File: src/mbpu_pkg.sv
// Purpose: Shared constants for the memory byte parity unit
// Assumes: Register sits on a 16-bit word bus with an 18-bit address
// Notes: Fixed high address pattern covers bits 17 down to 5
package mbpu_pkg;
  // ==========================================================
  // Register address decode
  localparam logic [12:0] MBPU_ADDR_HIGH = 13'h1FA2;
  localparam int MBPU_ADDR_HIGH_LSB = 5;
  localparam int MBPU_ADDR_SEL_LSB = 2;
  // ==========================================================
  // Register field positions
  localparam int MBPU_BIT_REPORT_EN = 0;
  localparam int MBPU_BIT_FORCE_BAD = 2;
  localparam int MBPU_BIT_ERR_SEEN = 15;
  // ==========================================================
  // Reset values
  localparam logic MBPU_RST_REPORT_EN = 1'b0;
  localparam logic MBPU_RST_FORCE_BAD = 1'b0;
  localparam logic MBPU_RST_ERR_SEEN = 1'b0;
  // ==========================================================
  // Bus cycle types
  typedef enum logic [1:0] {MBPU_CYC_READ, MBPU_CYC_READ_PAUSE, MBPU_CYC_WRITE,
    MBPU_CYC_WRITE_BYTE} mbpu_cycle_e;
endpackage : mbpu_pkg

File: src/mbpu_addr_decode.sv
// Purpose: Register address decoder with jumper inputs
// Assumes: Jumper levels are already synchronised in the parent
// Notes: Jumper installed reads as level 1
`timescale 1ns/1ns
module mbpu_addr_decode (
  input wire logic [17:0] busAddr,
  input wire logic [2:0] baseSelectLevels,
  input wire logic lowSelectJumperIn,
  output logic addrHit
);
  logic highOk;
  logic selOk;
  logic lowOk;
  // ==========================================================
  // Fixed high pattern, jumper compare and bit 1 select
  assign highOk = (busAddr[17:mbpu_pkg::MBPU_ADDR_HIGH_LSB] == mbpu_pkg::MBPU_ADDR_HIGH);
  assign selOk = (busAddr[4:mbpu_pkg::MBPU_ADDR_SEL_LSB] == baseSelectLevels);
  assign lowOk = (busAddr[1] == ~lowSelectJumperIn);
  // Word aligned only: bit 0 must be clear
  assign addrHit = highOk & selOk & lowOk & ~busAddr[0];
endmodule : mbpu_addr_decode

File: src/mbpu_byte_parity.sv
// Purpose: Nine-input parity for one byte plus one extra bit
// Assumes: Pure combinational
// Notes: Output high when the count of ones is odd
`timescale 1ns/1ns
module mbpu_byte_parity (
  input wire logic [7:0] dataByte,
  input wire logic extraBit,
  output logic oddOut
);
  // ==========================================================
  // Reduction gives odd-count indication
  assign oddOut = ^{dataByte, extraBit};
endmodule : mbpu_byte_parity

File: src/mbpu_parity_unit.sv
// Function
// - Address bits 17-5 match a fixed pattern
// - Address bits 4-2 equal base jumpers
// - Bit 1 zero if jumper in, else one
// - Access needs master sync and enable jumper cut
// - Acknowledge on any matched cycle type
// - Register address mirrors starting address bits
// - Report enable written and read at bit 0
// - Force bad parity written from bit 2
// - Error seen written from bit 15
// - Error seen set on any fast-bus read error
// - Error seen set only at cycle done
// - Error flag needs error and report enable
// - Each byte plus parity checked even
// - Parity bits 16 low, 17 high byte
// - Force bad parity makes stored parity odd
// - Parity latches track until data latch
// - Only fast-bus reads load check register
// - Error flag needs request and control ok
// - Read gates register, write pulses strobe
// - Register accepts whole-word accesses only
//
// Purpose: Parity register, write parity generator and read checker
// Assumes: Bus and memory control levels are in the clk_sys domain
// Notes: Jumper levels are pins and pass a three-stage filter
`timescale 1ns/1ns
module mbpu_parity_unit (
  input wire logic clk_sys,
  input wire logic rst_n,
  input wire logic [17:0] busAddr,
  input wire logic [15:0] busDataIn,
  input wire mbpu_pkg::mbpu_cycle_e busCycle,
  input wire logic masterSyncDerivative,
  input wire logic [2:0] baseSelectLevelsPin,
  input wire logic lowSelectJumperInPin,
  input wire logic enableJumperInPin,
  input wire logic [15:0] writeData,
  input wire logic writeByte,
  input wire logic dataLatchControl,
  input wire logic [17:0] memReadData,
  input wire logic fastRead,
  input wire logic cycleDone,
  input wire logic processorRequest,
  input wire logic controlOk,
  output logic [15:0] busDataOut,
  output logic registerReadGate,
  output logic registerAcknowledge,
  output logic registerWriteStrobe,
  output logic [1:0] memParityOut,
  output logic parityErrorFlag,
  output logic errorSeenBit,
  output logic forceBadParityBit,
  output logic errorReportEnableBit
);
  // ==========================================================
  // Jumper pin synchronisers
  logic [4:0] jmpS1;
  logic [4:0] jmpS2;
  logic [4:0] jmpS3;
  logic [4:0] jmpStable;
  // Three stages, accepted when second and third agree
  always_ff @(posedge clk_sys or negedge rst_n) begin
    if (!rst_n) begin
      jmpS1 <= 5'h10; // Same as filter reset, so no false agreement
      jmpS2 <= 5'h10;
      jmpS3 <= 5'h10;
    end else begin
      jmpS1 <= {enableJumperInPin, lowSelectJumperInPin, baseSelectLevelsPin};
      jmpS2 <= jmpS1;
      jmpS3 <= jmpS2;
    end
  end
  // Filter per bit; reset value reads as enable jumper in, so register access stays blocked
  always_ff @(posedge clk_sys or negedge rst_n) begin
    if (!rst_n) begin
      jmpStable <= 5'h10;
    end else begin
      for (int i = 0; i < 5; i++) begin
        if (jmpS2[i] == jmpS3[i]) begin
          jmpStable[i] <= jmpS3[i];
        end
      end
    end
  end
  // ==========================================================
  // Address decode
  logic addrHit;
  logic accessOk;
  logic isWrite;
  logic isRead;
  // Jumpers set so bits 4:1 track starting address bits 17:14
  mbpu_addr_decode u_decode (
    .busAddr(busAddr),
    .baseSelectLevels(jmpStable[2:0]),
    .lowSelectJumperIn(jmpStable[3]),
    .addrHit(addrHit)
  );
  // Installed enable jumper blocks every access
  assign accessOk = addrHit & masterSyncDerivative & ~jmpStable[4];
  // Byte write to the register is not a whole-word access
  assign isWrite = (busCycle == mbpu_pkg::MBPU_CYC_WRITE);
  assign isRead = (busCycle == mbpu_pkg::MBPU_CYC_READ) ||
    (busCycle == mbpu_pkg::MBPU_CYC_READ_PAUSE);
  logic syncSeen;
  // Edge of sync gives a one-cycle write strobe per bus cycle
  always_ff @(posedge clk_sys or negedge rst_n) begin
    if (!rst_n) begin
      syncSeen <= 1'b0;
    end else begin
      syncSeen <= accessOk;
    end
  end
  // ==========================================================
  // Bus handshake outputs
  always_ff @(posedge clk_sys or negedge rst_n) begin
    if (!rst_n) begin
      registerAcknowledge <= 1'b0;
      registerReadGate <= 1'b0;
      registerWriteStrobe <= 1'b0;
    end else begin
      registerAcknowledge <= accessOk;
      registerReadGate <= accessOk & isRead;
      registerWriteStrobe <= accessOk & ~syncSeen & isWrite;
    end
  end
  // ==========================================================
  // Read-back data, report enable, force bad parity and error seen bits only
  always_ff @(posedge clk_sys or negedge rst_n) begin
    if (!rst_n) begin
      busDataOut <= 16'h0000;
    end else begin
      busDataOut <= 16'h0000;
      if (accessOk && isRead) begin
        busDataOut[mbpu_pkg::MBPU_BIT_REPORT_EN] <= errorReportEnableBit;
        busDataOut[mbpu_pkg::MBPU_BIT_FORCE_BAD] <= forceBadParityBit;
        busDataOut[mbpu_pkg::MBPU_BIT_ERR_SEEN] <= errorSeenBit;
      end
    end
  end
  // ==========================================================
  // Register bits
  logic writeNow;
  assign writeNow = accessOk & ~syncSeen & isWrite;
  always_ff @(posedge clk_sys or negedge rst_n) begin
    if (!rst_n) begin
      errorReportEnableBit <= mbpu_pkg::MBPU_RST_REPORT_EN;
      forceBadParityBit <= mbpu_pkg::MBPU_RST_FORCE_BAD;
    end else if (writeNow) begin
      errorReportEnableBit <= busDataIn[mbpu_pkg::MBPU_BIT_REPORT_EN];
      forceBadParityBit <= busDataIn[mbpu_pkg::MBPU_BIT_FORCE_BAD];
    end
  end
  // ==========================================================
  // Read checker on the data out register
  logic [17:0] checkReg;
  logic [1:0] byteBad;
  logic badParityDetected;
  logic doneSeen;
  logic errorSeenSet;
  // Unibus reads never load, so they cannot raise errors
  always_ff @(posedge clk_sys or negedge rst_n) begin
    if (!rst_n) begin
      checkReg <= 18'h00000;
    end else if (fastRead && dataLatchControl) begin
      checkReg <= memReadData;
    end
  end
  genvar g;
  for (g = 0; g < 2; g++) begin : gen_check
    mbpu_byte_parity u_chk (
      .dataByte(checkReg[g*8 +: 8]),
      .extraBit(checkReg[16+g]),
      .oddOut(byteBad[g])
    );
  end
  // Either byte bad has the same effect
  assign badParityDetected = |byteBad;
  always_ff @(posedge clk_sys or negedge rst_n) begin
    if (!rst_n) begin
      doneSeen <= 1'b0;
    end else begin
      doneSeen <= cycleDone;
    end
  end
  // Set pulse on rise of cycle done, fast-bus reads only
  assign errorSeenSet = badParityDetected & cycleDone & ~doneSeen & fastRead;
  // Hardware set wins over a software write in the same cycle
  always_ff @(posedge clk_sys or negedge rst_n) begin
    if (!rst_n) begin
      errorSeenBit <= mbpu_pkg::MBPU_RST_ERR_SEEN;
    end else if (errorSeenSet) begin
      errorSeenBit <= 1'b1;
    end else if (writeNow) begin
      errorSeenBit <= busDataIn[mbpu_pkg::MBPU_BIT_ERR_SEEN];
    end
  end
  // ==========================================================
  // Error flag; may fluctuate while control ok is high, valid at its fall
  logic errorFlagStrobe;
  assign errorFlagStrobe = processorRequest & controlOk;
  always_ff @(posedge clk_sys or negedge rst_n) begin
    if (!rst_n) begin
      parityErrorFlag <= 1'b0;
    end else begin
      parityErrorFlag <= errorFlagStrobe & badParityDetected & errorReportEnableBit;
    end
  end
  // ==========================================================
  // Write parity generator with transparent-latch behaviour
  logic [1:0] genOdd;
  logic [1:0] next_parity;
  for (g = 0; g < 2; g++) begin : gen_par
    mbpu_byte_parity u_gen (
      .dataByte(writeData[g*8 +: 8]),
      .extraBit(forceBadParityBit),
      .oddOut(genOdd[g])
    );
  end
  // Bit 16 low byte, bit 17 high byte; byte write only touches bit 16
  always_comb begin
    next_parity = memParityOut;
    if (!dataLatchControl) begin
      next_parity[0] = genOdd[0];
      if (!writeByte) begin
        next_parity[1] = genOdd[1];
      end
    end
  end
  // Register stands in for the latch: tracks while low, holds once high
  always_ff @(posedge clk_sys or negedge rst_n) begin
    if (!rst_n) begin
      memParityOut <= 2'h0;
    end else begin
      memParityOut <= next_parity;
    end
  end
  // ==========================================================
  // Assertions
  property p_ack;
    @(posedge clk_sys) disable iff (!rst_n)
      accessOk |=> registerAcknowledge;
  endproperty
  a_ack: assert property (p_ack) else $error("no acknowledge on hit");
  property p_jumper_block;
    @(posedge clk_sys) disable iff (!rst_n)
      jmpStable[4] |=> !registerAcknowledge;
  endproperty
  a_jumper_block: assert property (p_jumper_block) else $error("access with jumper in");
  property p_strobe_write;
    @(posedge clk_sys) disable iff (!rst_n)
      registerWriteStrobe |-> $past(isWrite) && $past(accessOk);
  endproperty
  a_strobe_write: assert property (p_strobe_write) else $error("strobe without write");
  property p_enable_load;
    @(posedge clk_sys) disable iff (!rst_n)
      writeNow |=> errorReportEnableBit == $past(busDataIn[0]);
  endproperty
  a_enable_load: assert property (p_enable_load) else $error("enable bit not loaded");
  property p_force_load;
    @(posedge clk_sys) disable iff (!rst_n)
      writeNow |=> forceBadParityBit == $past(busDataIn[2]);
  endproperty
  a_force_load: assert property (p_force_load) else $error("force bit not loaded");
  property p_err_set;
    @(posedge clk_sys) disable iff (!rst_n)
      errorSeenSet |=> errorSeenBit;
  endproperty
  a_err_set: assert property (p_err_set) else $error("error seen not set");
  property p_err_only_done;
    @(posedge clk_sys) disable iff (!rst_n)
      (!errorSeenBit ##1 errorSeenBit) |-> $past(writeNow) || $past(cycleDone && !doneSeen);
  endproperty
  a_err_only_done: assert property (p_err_only_done) else $error("error seen set early");
  property p_flag_gate;
    @(posedge clk_sys) disable iff (!rst_n)
      parityErrorFlag |-> $past(errorReportEnableBit) && $past(controlOk) && $past(processorRequest);
  endproperty
  a_flag_gate: assert property (p_flag_gate) else $error("flag without gating");
  property p_hold_latch;
    @(posedge clk_sys) disable iff (!rst_n)
      (dataLatchControl ##1 dataLatchControl) |-> $stable(memParityOut);
  endproperty
  a_hold_latch: assert property (p_hold_latch) else $error("parity changed while latched");
  property p_strobe_pulse;
    @(posedge clk_sys) disable iff (!rst_n)
      registerWriteStrobe |=> !registerWriteStrobe;
  endproperty
  a_strobe_pulse: assert property (p_strobe_pulse) else $error("write strobe too long");
  property p_readback;
    @(posedge clk_sys) disable iff (!rst_n)
      registerReadGate |-> (busDataOut[mbpu_pkg::MBPU_BIT_REPORT_EN] == $past(errorReportEnableBit))
        && (busDataOut[mbpu_pkg::MBPU_BIT_ERR_SEEN] == $past(errorSeenBit));
  endproperty
  a_readback: assert property (p_readback) else $error("read data not register");
  property p_flag_request;
    @(posedge clk_sys) disable iff (!rst_n)
      !processorRequest |=> !parityErrorFlag;
  endproperty
  a_flag_request: assert property (p_flag_request) else $error("flag without request");
  c_force: cover property (@(posedge clk_sys) disable iff (!rst_n)
    forceBadParityBit && !dataLatchControl);
  c_write: cover property (@(posedge clk_sys) disable iff (!rst_n) registerWriteStrobe);
  c_read: cover property (@(posedge clk_sys) disable iff (!rst_n) registerReadGate);
  c_flag: cover property (@(posedge clk_sys) disable iff (!rst_n) parityErrorFlag);
  c_seen: cover property (@(posedge clk_sys) disable iff (!rst_n) errorSeenSet);
endmodule : mbpu_parity_unit

File: config.mk
export PLATFORM = sky130hd
export DESIGN_NAME = mbpu_parity_unit
export DESIGN_NICKNAME = d
export VERILOG_FILES = /design/src/mbpu_pkg.sv /design/src/mbpu_addr_decode.sv /design/src/mbpu_byte_parity.sv /design/src/mbpu_parity_unit.sv
export SDC_FILE = /design/constraint.sdc
export NUM_CORES = 1
export LEC_CHECK = 0
export BUFFER_PORTS_ARGS = -buffer_cell sky130_fd_sc_hd__buf_2
export CAP_MARGIN = 10
export CORE_MARGIN = 2
export CORE_UTILIZATION = 25
export DETAILED_ROUTE_END_ITERATION = 16
export PLACE_DENSITY = 0.58
export SKIP_LAST_GASP = 1
export SYNTH_ARGS = -nofsm -noshare
export SYNTH_HDL_FRONTEND = slang
export SYNTH_SLANG_ARGS = --single-unit
File: constraint.sdc
create_clock -name clk_sys -period 2.9 [get_ports clk_sys]
set_clock_uncertainty 0.1 [all_clocks]
set_input_delay 0.29 -clock clk_sys [delete_from_list [all_inputs] [get_ports clk_sys]]
set_output_delay 0.29 -clock clk_sys [all_outputs]
set_load 0.01 [all_outputs]
-- Yosys cells after proc, flatten, opt, wreduce, memory -nomap -nowiden
Cells that the tools add are included.
Widths: inputs -> output; s select.
- eq/ne operators: 10
- multiplexer cells: 5
- bitwise operators: 21
- reductions and logical operators: 11
- operators with widths (cell ; number):
    $reduce_xor 9->1 ; 4
    $and 1x1->1 ; 14
    $eq 13x13->1 const B ; 1
    $not 1->1 ; 7
    $eq 1x1->1 ; 6
    $mux 1 ; 5
    $eq 3x3->1 ; 1
    $eq 2x1->1 const B ; 1
    $eq 2x2->1 const B ; 1
    $logic_and 1x1->1 ; 2
    $logic_not 2->1 ; 1
    $reduce_and 2->1 ; 1
    $reduce_bool 2->1 ; 1
    $reduce_or 2->1 ; 1
    $logic_or 1x1->1 ; 1
- output and inout port bits: 25
- flip-flop bits (word level): 51
- logic and storage cells: 67

-- Depth between registers and ports, before layout
- depth in word-level cells: 10
- depth in mapped cells: 5

-- Hierarchy
A second synthesis with hierarchy kept.
- cell total of the unflattened synthesis: 150
- area, all modules: 2230.9 um2
- modules (own cells, without submodules) (module ; sequential area each (um2) ; cells each ; area an instance (um2) ; instances):
    mbpu_parity_unit ; 1281.2 ; 111 ; 1809.2 ; 1
    mbpu_byte_parity ; 0.0 ; 7 ; 82.6 ; 4
    mbpu_addr_decode ; 0.0 ; 11 ; 91.3 ; 1

-- Worst setup path after synthesis
Ideal clock, no wire load.
- kind: in2reg
- from: input busAddr[8]
- to: register errorSeenBit
- path buffers: 0
- setup time: 0.128 ns
- required time: 2.672 ns
- arrival: 1.325 ns
- setup slack: 1.347 ns
- stages on the path: 5
- cell sequence: nor4b_2 nand4_2 nor3_4 mux2i_1 o31ai_2
- longest elaborated chain between the ends: 9
- ends and longest elaborated chain (what ; RTL line ; source):
    start: declaration ; mbpu_parity_unit.sv:30 ; input wire logic [17:0] busAddr,
    $eq 13x13->1 ; mbpu_addr_decode.sv:16 ; assign highOk = (busAddr[17:mbpu_pkg::MBPU_ADDR_HIGH_LSB] == mbpu_pkg::MBPU_ADDR_HIGH);
    $and 1x1->1 (3 in series) ; mbpu_addr_decode.sv:20 ; assign addrHit = highOk & selOk & lowOk & ~busAddr[0];
    $and 1x1->1 (2 in series) ; mbpu_parity_unit.sv:99 ; assign accessOk = addrHit & masterSyncDerivative & ~jmpStable[4];
    $and 1x1->1 (2 in series) ; mbpu_parity_unit.sv:143 ; assign writeNow = accessOk & ~syncSeen & isWrite;
    net writeNow ; mbpu_parity_unit.sv:142 ; logic writeNow;
    $reduce_bool 2->1 (no line) ; - ;
    end signal: assignment ; mbpu_parity_unit.sv:190 ; errorSeenBit <= mbpu_pkg::MBPU_RST_ERR_SEEN;
    end signal: assignment ; mbpu_parity_unit.sv:194 ; errorSeenBit <= busDataIn[mbpu_pkg::MBPU_BIT_ERR_SEEN];
    end: declaration ; mbpu_parity_unit.sv:51 ; output logic errorSeenBit,
The timed path passes the listed nets, and every way through them passes these cells.
A chain may end at the register's enable or synchronous reset.

-- Worst setup path in the final report
- from: register jmpStable[3]
- to: register errorSeenBit
- longest elaborated chain between the ends: 9
- ends and longest elaborated chain (what ; RTL line ; source):
    start: declaration ; mbpu_parity_unit.sv:60 ; logic [4:0] jmpStable;
    start signal: indexed assignment ; mbpu_parity_unit.sv:80 ; jmpStable[i] <= jmpS3[i];
    $not 1->1 ; mbpu_addr_decode.sv:18 ; assign lowOk = (busAddr[1] == ~lowSelectJumperIn);
    $eq 1x1->1 ; mbpu_addr_decode.sv:18 ;
    $and 1x1->1 (2 in series) ; mbpu_addr_decode.sv:20 ;
    $and 1x1->1 (2 in series) ; mbpu_parity_unit.sv:99 ;
    $and 1x1->1 (2 in series) ; mbpu_parity_unit.sv:143 ;
    net writeNow ; mbpu_parity_unit.sv:142 ;
    $reduce_bool 2->1 (no line) ; - ;
The timed path passes the listed nets, and every way through them passes these cells.

==> out/summary.txt <==
Status -> complete, no violations
Port Buffers -> 82
Vias -> 1368
Maxcap violations -> 0
H-tree depth -> 2
Pre-CTS setup slack -> 1.04 ns
Initial core utilization -> 25.5%
# nets final -> 329
Global-route wire length before repair -> 6310 um
EDFF count, synth -> 0
Synth Area in Compound Gates -> 1.37%
Routability cong. -> 0.701
Vias in the first global route -> 1431
Cell variety after synth -> 27
Yosys warnings -> 0
Lkg Pwr -> 1.37 nW
Antenna Cells -> 0
Post-Layout Cell Count -> 354
Final setup vio count -> 0
Pin count of the biggest net entering global routing -> 35
Io pins -> 109
TritonCTS clock tree -> done
#FFs+latches synth -> 51
Required time of the critical path -> 2.99 ns
Main flop type after synthesis -> dfrtp_1
RSZ-0062 raised after global routing -> no
Die footprint -> 9540 um2
Post-synthesis simple-gate area fraction -> 6.50%
Area share of fa/ha/maj cells after synthesis -> 2.28%
Layout cells sized above 1 -> 50.0%
Synth top area share -> 53.6%
Mapped Area -> 2190 um2
Final Cell Area -> 2880 um2
Worst hold slack -> 0.0666 ns
Post-synthesis mux area share -> 11.1%
Main combinational cell family by area after synthesis -> XOR/XNOR gates
Relative slew slack -> 51.0%
Height of the die -> 97.7 um
XOR/XNOR share of the synthesized area -> 15.5%
Reg clk slew, reported paths -> 0.10 ns
Detailed-route DRC error count -> 0
CP endpoint kind -> flop
Area delta synth->final -> 31.1%
Sequential-to-total area share from yosys stat -> 58.4%
Period Utilization, post-route -> 60.2%
PostCTS Resize Cnt -> 0
Clock sink count -> 51
Worst EP arrival -> 1.83 ns
Crit path max fanout -> 4
Routed WL per cell -> 10.6 um
Grt ovf -> 0
Type of origin of the critical path -> flop
Clock Latency Late Sink -> 0.30 ns
Clock buffers created by TritonCTS -> 5
DRT Pass-1 Iters -> 3
Minimum clock period -> 1.75 ns
Fin. max-slew vios -> 0
Synth cell count leaders -> dfrtp_1 (47), xnor2_1 (25), mux2_2 (18)
Most numerous cell in the Yosys netlist -> dfrtp_1
Synth async-reset ratio -> 100%
Mapped Cells -> 150
Post-CTS Setup Repair Bufs -> 0
Die W -> 97.7 um
Syn_area_per_cell -> 14.6 um2
Clock buffer depth -> 2
Initial antenna violation count -> 0
Hold buffer count at CTS -> 7
Final TNS setup -> 0 ns
Placed Area -> 2690 um2
Rows -> 34
Core area -> 8590 um2
Final wirelength -> 3750 um
Hold crit path type -> in2reg
Placed cell count -> 339
Cell Pwr Density -> 585 nW/um2
Critical path type -> reg2reg
Tot GR Track Use -> 8.26%
Vias per inst -> 3.86
Clock Tree Root -> clkbuf_8
Synth top area cells -> dfrtp_1 (54%), xnor2_1 (10%), mux2_2 (9.2%), dfstp_2 (4.8%), buf_4 (4.4%)
DP HPWL -> 2930 um
Setup ws final -> 1.15 ns
Peak supply drop -> 0.213 mV
Hold Violations, Final -> 0
First DRT Iteration DRCs -> 21
Peak Freq -> 573 MHz
Worst-margin pin slew -> 0.733 ns
ANT nets after route -> 0
Area leader, netlist -> dfrtp_1
==> metal layers <==
layer	part of all wire, %	up-vias	GRT usage, %
li1	-	665	-
met1	41	646	9.78
met2	50	52	13.9
met3	8.3	5	2.95
met4	1.1	0	2.88
met5	0	-	0
==> path summary, 6_finish.rpt <==
kind | cells after the start | to | from | slack, ns
max reg2reg | 5 | errorSeenBit | jmpStable[3] | 1.15
min reg2reg | 0 | jmpS2[1] | jmpS1[1] | 0.25
max | 5 | errorSeenBit | jmpStable[3] | 1.15
min in group asynchronous | 2 | registerAcknowledge | rst_n | 0.35
max in group asynchronous | 3 | jmpS2[4] | rst_n | 1.56
min | 2 | memParityOut[1] | writeByte | 0.07
==> cell families after synthesis <==
logic type | Yosys count
multiplexers | 21
flip-flops | 51
XOR/XNOR | 34
AND/OR/NAND/NOR | 20
other | 1
adder cells (fa/ha/maj) | 5
buffers and inverters | 14
AO/OA/AOI/OAI | 4
==> sequential cells by signal, indices dropped and copies added (netlist names), 2 cells and up <==
signal and cells:
jmpS2 5, jmpS1 5, jmpStable 5, busDataOut 3, checkReg 18, memParityOut 2
jmpS3 5
==> stage by stage <==
| stage | utilization, % | power, W |
|---|---|---|
| floorplan | - | 0.00109 |
| global placement | 31.3 | 0.00119 |
| detailed placement | 31.3 | 0.00120 |
| CTS | 33.5 | 0.00173 |
| global route | 33.5 | 0.00180 |
| finish | 33.5 | 0.00168 |
==> cells in the final DEF (no fill, tap or decap), types with 2 or more instances in the layout <==
cell / instances
o21ai_0: 2
buf_2: 82
mux2_2: 18
maj3_1: 5
xnor3_1: 2
conb_1: 13
dfrtp_1: 47
clkbuf_8: 5
xnor2_1: 25
nor2_1: 4
mux2_4: 2
nand2_1: 4
xnor2_2: 2
xor2_1: 5
dlygate4sd3_1: 7
and2_1: 3
and4bb_2: 2
dfstp_2: 4
==> power by group <==
part	switching [W]	internal, W	leakage, nW
combinational	0.000149	0.000213	0.701
clock	0.000241	0.000262	0.0587
sequential	0.0000400	0.000778	0.611
==> critical path, cell delays in order (launching register included) <==
cell and delay (ns):
dfrtp_1 0.41, xor2_1 0.17, nand4_1 0.23, nor3_4 0.38, mux2i_1 0.26, o31ai_2 0.08
==> final cells by class <==
class / instances / area (um2)
Clock buffer: 5 / 68.8
Clock inverter: 3 / 47.5
Fill cell: 897 / 5720
Multi-Input combinational cell: 97 / 855
Sequential cell: 51 / 1280
Tap cell: 108 / 135
Timing Repair Buffer: 90 / 488
No activity file was read; power rests on OpenSTA's default activity.
